<file path="config.mk">
export PLATFORM = sky130hd
export DESIGN_NAME = sbp_config_status_regs
export DESIGN_NICKNAME = d
export VERILOG_FILES = /design/src/core/sbp_config_status_regs.v
export VERILOG_INCLUDE_DIRS = /design/src /design/src/core
export SDC_FILE = /design/constraint.sdc
export NUM_CORES = 1
export LEC_CHECK = 0
export ABC_AREA = 1
export BUFFER_PORTS_ARGS = -buffer_cell sky130_fd_sc_hd__buf_4
export CORE_MARGIN = 3
export CORE_UTILIZATION = 52
export CTS_CLUSTER_SIZE = 12
export DETAILED_ROUTE_END_ITERATION = 6
export PLACE_DENSITY_LB_ADDON = 0.05
export SLEW_MARGIN = 10
export SYNTH_ARGS = -nofsm -noshare
export SYNTH_HDL_FRONTEND = slang
export SYNTH_SLANG_ARGS = --single-unit
</file>
<file path="constraint.sdc">
create_clock -name core_clk_i -period 1.5 [get_ports core_clk_i]
set_input_delay 0.15 -clock core_clk_i [delete_from_list [all_inputs] [get_ports core_clk_i]]
set_output_delay 0.15 -clock core_clk_i [all_outputs]
set_load 0.005 [all_outputs]
</file>
<file path="src/core/sbp_consts.vh">
`ifndef SBP_CONSTS_VH
`define SBP_CONSTS_VH

// Register addresses (4-bit)
`define SBP_ADDR_SELF_ID 4'h4
`define SBP_ADDR_EVT_CTRL 4'h5
`define SBP_ADDR_RSVD_SIX 4'h6
`define SBP_ADDR_PAGE_PORT 4'h7
`define SBP_ADDR_PORT_LINE 4'h8
`define SBP_ADDR_PORT_SPEED 4'h9

// Self-identification field positions
`define SBP_SID_LINK_CTRL 0
`define SBP_SID_CONTENDER 1
`define SBP_SID_JITTER_LO 2
`define SBP_SID_PWR_LO 5
`define SBP_JITTER_VALUE 3'h0

// Event and control field positions
`define SBP_EC_WATCHDOG 0
`define SBP_EC_SHORT_RST 1
`define SBP_EC_LOOP 2
`define SBP_EC_PWR_FAIL 3
`define SBP_EC_TIMEOUT 4
`define SBP_EC_PORT_EVENT 5
`define SBP_EC_ACCEL 6
`define SBP_EC_MULTI 7
`define SBP_EC_RESET 8'h08

// Page/port selection
`define SBP_PAGE_PORT_STATUS 3'h0
`define SBP_PAGE_PORT_RESET 8'h00

// Port speed register field positions
`define SBP_PS_INT_EN 3
`define SBP_PS_FAULT 4

// Line state codes
`define SBP_LINE_Z 2'h3
`define SBP_LINE_ONE 2'h1
`define SBP_LINE_ZERO 2'h2
`define SBP_LINE_INVALID 2'h0

`endif

</file>
<file path="src/core/sbp_config_status_regs.v">
// What this block does
// - Contender bit loaded from bus clock strap
// - Jitter field always reads 000b
// - Power class drives self-ID packet field
// - Power class loaded from three supply straps
// - Watchdog reports status even when link idle
// - Watchdog sends resume interrupt on any port
// - Short reset request self-clears when finished
// - Loop flag set on loop, write-one clears
// - Power fail flag on supply fall, resets one
// - Arbitration timeout flag, write-one clears
// - Enabled port changes set port event flag
// - Resume with watchdog sets port event flag
// - Acceleration enable gates fast arbitration
// - Concatenation enable selects per-packet speed
// - Page select chooses upper register page
// - Port select chooses port status registers
// - Line states reported as two-bit codes
// - Child bit cleared on bus reset, tree-ID sets
// - Connected bit follows attached node detection
// - Bias bit follows cable bias detection
// - Disable bit disables the port
// - Peer speed cleared by bus reset, self-ID sets
// - Fault flag on suspend/resume error, write-one clears
`timescale 1ns/1ns
`include "sbp_consts.vh"

module sbp_config_status_regs #(
    parameter NUM_PORTS = 2,
    parameter PORT_SEL_W = 4
) (
    // Clock and reset
    input wire core_clk_i,
    input wire rst_i,
    // Straps
    input wire bus_clock_on_strap_i,
    input wire supply_select_strap_low_i,
    input wire supply_select_strap_mid_i,
    input wire supply_select_strap_high_i,
    // Register access from link controller
    input wire reg_wr_i,
    input wire reg_rd_i,
    input wire [3:0] reg_addr_i,
    input wire [7:0] reg_wdata_i,
    output reg [7:0] reg_rdata_o,
    output reg reg_rvalid_o,
    // Core state and events
    input wire link_active_i,
    input wire cable_supply_present_i,
    input wire loop_detected_i,
    input wire arb_timeout_i,
    input wire short_reset_done_i,
    input wire bus_reset_i,
    input wire [NUM_PORTS-1:0] tree_id_done_i,
    input wire [NUM_PORTS-1:0] tree_child_i,
    input wire [NUM_PORTS-1:0] self_id_done_i,
    input wire [3*NUM_PORTS-1:0] self_id_speed_i,
    input wire [2*NUM_PORTS-1:0] tpa_state_i,
    input wire [2*NUM_PORTS-1:0] tpb_state_i,
    input wire [NUM_PORTS-1:0] port_connected_i,
    input wire [NUM_PORTS-1:0] port_bias_i,
    input wire [NUM_PORTS-1:0] resume_start_i,
    input wire [NUM_PORTS-1:0] suspend_fault_i,
    // Control outputs to core
    output reg contender_o,
    output reg [2:0] power_class_o,
    output reg short_reset_req_o,
    output reg accel_enable_o,
    output reg multi_speed_enable_o,
    output reg [NUM_PORTS-1:0] port_disable_o,
    output reg status_report_o,
    output reg [2:0] status_bits_o,
    output reg resume_irq_o
);

    ////////////////////////////////////////////////////////////////////////
    // Register state

    reg straps_taken;
    reg link_ctrl;
    reg watchdog;
    reg loop_flag;
    reg pwr_fail;
    reg timeout_flag;
    reg port_event;
    reg [2:0] page_sel;
    reg [PORT_SEL_W-1:0] port_sel;
    reg supply_prev;
    reg [NUM_PORTS-1:0] child;
    reg [NUM_PORTS-1:0] int_en;
    reg [NUM_PORTS-1:0] fault;
    reg [NUM_PORTS-1:0] conn_prev;
    reg [NUM_PORTS-1:0] bias_prev;
    reg [NUM_PORTS-1:0] dis_prev;
    reg [NUM_PORTS-1:0] fault_prev;
    reg [3*NUM_PORTS-1:0] peer_speed;

    wire wr_ec = reg_wr_i && (reg_addr_i == `SBP_ADDR_EVT_CTRL);
    wire wr_sid = reg_wr_i && (reg_addr_i == `SBP_ADDR_SELF_ID);
    wire wr_pp = reg_wr_i && (reg_addr_i == `SBP_ADDR_PAGE_PORT);
    wire port_page = (page_sel == `SBP_PAGE_PORT_STATUS);
    wire sel_ok = (port_sel < NUM_PORTS);

    function port_hit;
        input [PORT_SEL_W-1:0] sel;
        input integer idx;
        input [3:0] addr;
        input [3:0] target;
        begin
            port_hit = (addr == target) && (sel == idx[PORT_SEL_W-1:0]);
        end
    endfunction

    ////////////////////////////////////////////////////////////////////////
    // Self-identification and event/control

    always @(posedge core_clk_i) begin
        if (rst_i) begin
            straps_taken <= 1'b0;
            link_ctrl <= 1'b1;
            contender_o <= 1'b0;
            power_class_o <= 3'h0;
            watchdog <= 1'b0;
            short_reset_req_o <= 1'b0;
            loop_flag <= 1'b0;
            pwr_fail <= 1'b1;
            timeout_flag <= 1'b0;
            accel_enable_o <= 1'b0;
            multi_speed_enable_o <= 1'b0;
            page_sel <= 3'h0;
            port_sel <= {PORT_SEL_W{1'b0}};
            supply_prev <= 1'b0;
        end else begin
            supply_prev <= cable_supply_present_i;
            if (!straps_taken) begin
                straps_taken <= 1'b1;
                contender_o <= bus_clock_on_strap_i;
                power_class_o <= {supply_select_strap_high_i, supply_select_strap_mid_i,
                                  supply_select_strap_low_i};
            end else if (wr_sid) begin
                contender_o <= reg_wdata_i[`SBP_SID_CONTENDER];
                power_class_o <= reg_wdata_i[`SBP_SID_PWR_LO +: 3];
            end
            if (bus_reset_i)
                link_ctrl <= 1'b1;
            else if (wr_sid)
                link_ctrl <= reg_wdata_i[`SBP_SID_LINK_CTRL];
            if (wr_ec) begin
                watchdog <= reg_wdata_i[`SBP_EC_WATCHDOG];
                accel_enable_o <= reg_wdata_i[`SBP_EC_ACCEL];
                multi_speed_enable_o <= reg_wdata_i[`SBP_EC_MULTI];
            end
            if (short_reset_done_i)
                short_reset_req_o <= 1'b0;
            else if (wr_ec && reg_wdata_i[`SBP_EC_SHORT_RST])
                short_reset_req_o <= 1'b1;
            if (loop_detected_i)
                loop_flag <= 1'b1;
            else if (wr_ec && reg_wdata_i[`SBP_EC_LOOP])
                loop_flag <= 1'b0;
            if (supply_prev && !cable_supply_present_i)
                pwr_fail <= 1'b1;
            else if (wr_ec && reg_wdata_i[`SBP_EC_PWR_FAIL])
                pwr_fail <= 1'b0;
            if (arb_timeout_i)
                timeout_flag <= 1'b1;
            else if (wr_ec && reg_wdata_i[`SBP_EC_TIMEOUT])
                timeout_flag <= 1'b0;
            if (wr_pp) begin
                page_sel <= reg_wdata_i[2:0];
                port_sel <= reg_wdata_i[4 +: PORT_SEL_W];
            end
        end
    end

    ////////////////////////////////////////////////////////////////////////
    // Per-port status

    wire [NUM_PORTS-1:0] port_change;
    genvar gi;
    generate
        for (gi = 0; gi < NUM_PORTS; gi = gi + 1) begin : g_port
            wire wr_line = reg_wr_i && port_page && port_hit(port_sel, gi, reg_addr_i, `SBP_ADDR_PORT_LINE);
            wire wr_spd = reg_wr_i && port_page && port_hit(port_sel, gi, reg_addr_i, `SBP_ADDR_PORT_SPEED);
            assign port_change[gi] = int_en[gi] && ((conn_prev[gi] ^ port_connected_i[gi]) ||
                (bias_prev[gi] ^ port_bias_i[gi]) || (dis_prev[gi] ^ port_disable_o[gi]) ||
                (fault_prev[gi] ^ fault[gi]));
            always @(posedge core_clk_i) begin
                if (rst_i) begin
                    child[gi] <= 1'b0;
                    int_en[gi] <= 1'b0;
                    fault[gi] <= 1'b0;
                    port_disable_o[gi] <= 1'b0;
                    conn_prev[gi] <= 1'b0;
                    bias_prev[gi] <= 1'b0;
                    dis_prev[gi] <= 1'b0;
                    fault_prev[gi] <= 1'b0;
                    peer_speed[3*gi +: 3] <= 3'h0;
                end else begin
                    conn_prev[gi] <= port_connected_i[gi];
                    bias_prev[gi] <= port_bias_i[gi];
                    dis_prev[gi] <= port_disable_o[gi];
                    fault_prev[gi] <= fault[gi];
                    if (bus_reset_i)
                        child[gi] <= 1'b0;
                    else if (tree_id_done_i[gi])
                        child[gi] <= tree_child_i[gi];
                    if (bus_reset_i)
                        peer_speed[3*gi +: 3] <= 3'h0;
                    else if (self_id_done_i[gi])
                        peer_speed[3*gi +: 3] <= self_id_speed_i[3*gi +: 3];
                    if (wr_line)
                        port_disable_o[gi] <= reg_wdata_i[7];
                    if (wr_spd)
                        int_en[gi] <= reg_wdata_i[`SBP_PS_INT_EN];
                    if (suspend_fault_i[gi])
                        fault[gi] <= 1'b1;
                    else if (wr_spd && reg_wdata_i[`SBP_PS_FAULT])
                        fault[gi] <= 1'b0;
                end
            end
        end
    endgenerate

    ////////////////////////////////////////////////////////////////////////
    // Port event, watchdog reporting

    always @(posedge core_clk_i) begin
        if (rst_i) begin
            port_event <= 1'b0;
            status_report_o <= 1'b0;
            status_bits_o <= 3'h0;
            resume_irq_o <= 1'b0;
        end else begin
            if ((|port_change) || (watchdog && (|resume_start_i)))
                port_event <= 1'b1;
            else if (wr_ec && reg_wdata_i[`SBP_EC_PORT_EVENT])
                port_event <= 1'b0;
            status_report_o <= watchdog || link_active_i;
            status_bits_o <= {timeout_flag, pwr_fail, loop_flag};
            resume_irq_o <= watchdog && (|resume_start_i);
        end
    end

    ////////////////////////////////////////////////////////////////////////
    // Read path

    integer pi;
    reg [7:0] next_rdata;
    always @* begin
        next_rdata = 8'h00;
        case (reg_addr_i)
            `SBP_ADDR_SELF_ID: next_rdata = {power_class_o, `SBP_JITTER_VALUE, contender_o, link_ctrl};
            `SBP_ADDR_EVT_CTRL: next_rdata = {multi_speed_enable_o, accel_enable_o, port_event, timeout_flag,
                                               pwr_fail, loop_flag, short_reset_req_o, watchdog};
            `SBP_ADDR_PAGE_PORT: next_rdata = {port_sel, 1'b0, page_sel};
            `SBP_ADDR_PORT_LINE: begin
                for (pi = 0; pi < NUM_PORTS; pi = pi + 1)
                    if (port_page && sel_ok && port_sel == pi[PORT_SEL_W-1:0])
                        next_rdata = {port_disable_o[pi], port_bias_i[pi], port_connected_i[pi], child[pi],
                                      tpb_state_i[2*pi +: 2], tpa_state_i[2*pi +: 2]};
            end
            `SBP_ADDR_PORT_SPEED: begin
                for (pi = 0; pi < NUM_PORTS; pi = pi + 1)
                    if (port_page && sel_ok && port_sel == pi[PORT_SEL_W-1:0])
                        next_rdata = {3'h0, fault[pi], int_en[pi], peer_speed[3*pi +: 3]};
            end
            default: next_rdata = 8'h00;
        endcase
    end

    always @(posedge core_clk_i) begin
        if (rst_i) begin
            reg_rdata_o <= 8'h00;
            reg_rvalid_o <= 1'b0;
        end else begin
            reg_rvalid_o <= reg_rd_i;
            if (reg_rd_i)
                reg_rdata_o <= next_rdata;
        end
    end

endmodule

</file>
==> key figures <==
Min path
  • Min-delay src: tree_id_done_i[0]
  • Hold path cells: 2
  • Hold EP: child[0]
  • Min-Delay Path Class: in2reg

Clock tree
  • CTS tree: yes
  • Post-CTS Setup Bufs: 0
  • Number of CTS-inserted buffers: 9
  • CTS clock-pin slew for the worst setup and hold paths: 0.06 ns
  • CTS sink count: 58
  • CTS HTree Levels: 3
  • Clk_lat worst skew: 0.33 ns
  • CTS Buffer Depth: 2
  • CTS root buf: clkbuf_8

Synthesis
  • Yosys cell types: 29
  • Register area share after synthesis: 42.9%
  • Area share of the largest cell type after synthesis: 42.9%
  • Post-synthesis cell count: 363
  • Flops & latches, synth: 58
  • Post-Synthesis Cell Area: 2710 sq um
  • Syn Area/Cell: 7.46 sq um
  • Yosys top cell by area: dfxtp_1
  • Top cells by area, synth: dfxtp_1, nand2_1, nand3_1, inv_1, a21oi_1
  • Syn nets: 417
  • Warnings from Yosys: 0

Critical path
  • Worst-path maximum fanout: 6
  • R2R depth: 10
  • Crit path arrival time: 1.67 ns
  • Setup crit start kind: register
  • FF-to-FF End: reg_rdata_o[3]
  • R2R Path Start: port_sel[2]
  • CP Class: reg2reg
  • Setup crit start: port_sel[2]
  • Crit path capture type: register
  • Crit path required time: 1.77 ns
  • FF-to-FF setup slack: 0.1 ns

Finish
  • # fillers: 424
  • Area grow syn2layout: 31.9%
  • Most common cell after layout, fill and taps aside: buf_4
  • Final Cell Area: 3570 sq um
  • Core Util, Final: 73.2%
  • Nets: 502
  • Fin cells: 520
  • Share of layout cells above drive strength 1: 29.1%
  • Diode count: 0
  • Most frequent cells in the layout: buf_4, nand2_1, dfxtp_1

Drt
  • First-pass DRT Iterations: 4
  • Drt wl/cell: 13.4 um
  • Via density: 5.15
  • Final wirelength: 6.97 mm
  • Antenna Nets Post-Route: 0
  • DRT iter0 DRCs: 162
  • Drt drc: 0
  • Via count: 2679

Floorplanning
  • DIE WIDTH: 78.1 um
  • Die H: 78.1 um
  • Die area: 6110 sq um
  • Num rows: 25
  • Core area: 4880 sq um
  • Top Ports: 77
  • Starting Density: 55.5%

GRT
  • First-pass GRT wire length: 11.0 mm
  • Initial antenna violation count: 0
  • Number of global-route vias before repair: 2456
  • Gr usage total: 23.0%
  • GR Overflow Total: 0
  • Largest net degree at the start of global routing: 23

Outcome
  • Status: complete, no violations

Timing
  • Fraction of the cycle the final worst path needs: 93.6%
  • Final setup vio count: 0
  • Worst hold margin: 0.0103 ns
  • Minimum clock period after layout: 1.40 ns
  • Setup tns final: 0 ns
  • Fin. max-slew vios: 0
  • Final Skew: 0.00639 ns
  • Fmax: 0.712 GHz
  • Final Hold Viols: 0
  • Measured slew at the worst slew-check pin: 0.589 ns
  • Slew headroom: 60.7%

Power
  • LEAKAGE: 1.62 nW
  • Worst ir drop on vdd: 0.590 mV
  • PwrDens: 958 nW/um^2

Placed design
  • IO buf count: 76
  • Routability cong.: 0.891
  • Cell Area, Placed: 3330 sq um
  • Post-DP HPWL: 4.99 mm
  • Cells after DPL: 500

Job
  • Max-Cap Viols: 0
-- worst max-delay path, stage by stage, from the launching register on --
cell and delay (ns):
dfxtp_1 0.30, inv_1 0.12, nand2_2 0.12, nor2_4 0.13, buf_2 0.20, nand3_1 0.08
nand2_1 0.07, nand2_1 0.04, nand3_1 0.11, nand2_1 0.07, a21oi_2 0.10
-- where the power goes --
part | internal [mW] | switching [mW]
Clock | 0.731 | 0.586
Sequential | 1.60 | 0.0362
Combinational | 0.224 | 0.242
-- cells by family after synthesis --
kind of cell	count (synthesis)	synth area share (%)
xor+xnor	8	2.59
buf+inv	56	9.01
flops	58	42.9
mux	4	1.48
compound gates	75	15.8
simple gates	162	28.2
-- area by class of cell --
cell class	count	area (sq um)	area share, %
repair buffers	87	661	18.5
flip-flops and latches	58	1160	32.5
inverters	43	161	4.52
clock buffers	14	173	4.84
clock inverters	2	10.0	0.280
multi-input cells	249	1320	37.0
well taps	67	83.8	2.35
-- timing repair --
action | in CTS | in global routing
endpoints found under the hold margin | 2 | 0
endpoints found under the setup margin | 0 | 10
hold buffers | 2 | 0
gates resized for setup | 0 | 10
-- flip-flops by register name, indices dropped and copies added (netlist names), 2 cells and up --
| signal | flops |
|---|---|
| conn_prev | 2 |
| fault_prev | 2 |
| page_sel | 3 |
| dis_prev | 2 |
| child | 2 |
| port_sel | 4 |
| int_en | 2 |
| fault | 2 |
| reg_rdata_o | 8 |
| power_class_o | 3 |
| status_bits_o | 3 |
| bias_prev | 2 |
| port_disable_o | 2 |
| peer_speed | 6 |
-- layer usage --
| metal | vias up | routed length [um] | GRT usage, % | share of wire [%] |
|---|---|---|---|---|
| li1 | 1349 | - | - | - |
| met1 | 1227 | 3010 | 27.6 | 43 |
| met2 | 94 | 3410 | 39.6 | 49 |
| met3 | 9 | 455 | 5.50 | 6.5 |
| met4 | 0 | 91 | 8.57 | 1.3 |
| met5 | - | 0 | 0 | 0 |
-- Yosys cell counts --
master and number:
a21oi_1 27, nor3_1 1, mux2i_1 4, nand4_1 1, clkinv_1 1, a21oi_2 11
xor2_1 2, clkbuf_1 4, nor2_1 36, nor4_4 2, o22ai_1 3, a211o_1 1
o21ai_2 1, buf_6 2, buf_2 3, nand3_1 35, nand2_8 1, nand2_1 77
nor2_4 4, nor2_2 2, nor3_2 1, o21ai_0 22, o21ai_1 10, dfxtp_1 58
buf_4 4, inv_1 37, inv_2 5, nand2_4 2, xnor2_1 6
-- worst max path at each step --
stage / to / slack, ns / cells after the start
6_report: reg_rdata_o[3] / 0.1 / 10
5_1_grt: port_disable_o[1] / -0.001 / 8
4_1_cts: reg_rdata_o[3] / 0.11 / 10
3_5_place_dp: port_disable_o[0] / 0.16 / 5
3_3_place_gp: port_disable_o[0] / 0.16 / 5
2_1_floorplan: reg_rdata_o[4] / 0.27 / 10
-- through the flow --
step,power [mW],setup WS (ns)
6_report,3.42,0.0961
5_1_grt,3.57,-0.00132
4_1_cts,3.42,0.110
3_5_place_dp,2.12,0.156
3_3_place_gp,2.11,0.155
2_1_floorplan,1.90,0.271
No activity file was read; power rests on OpenSTA's default activity.
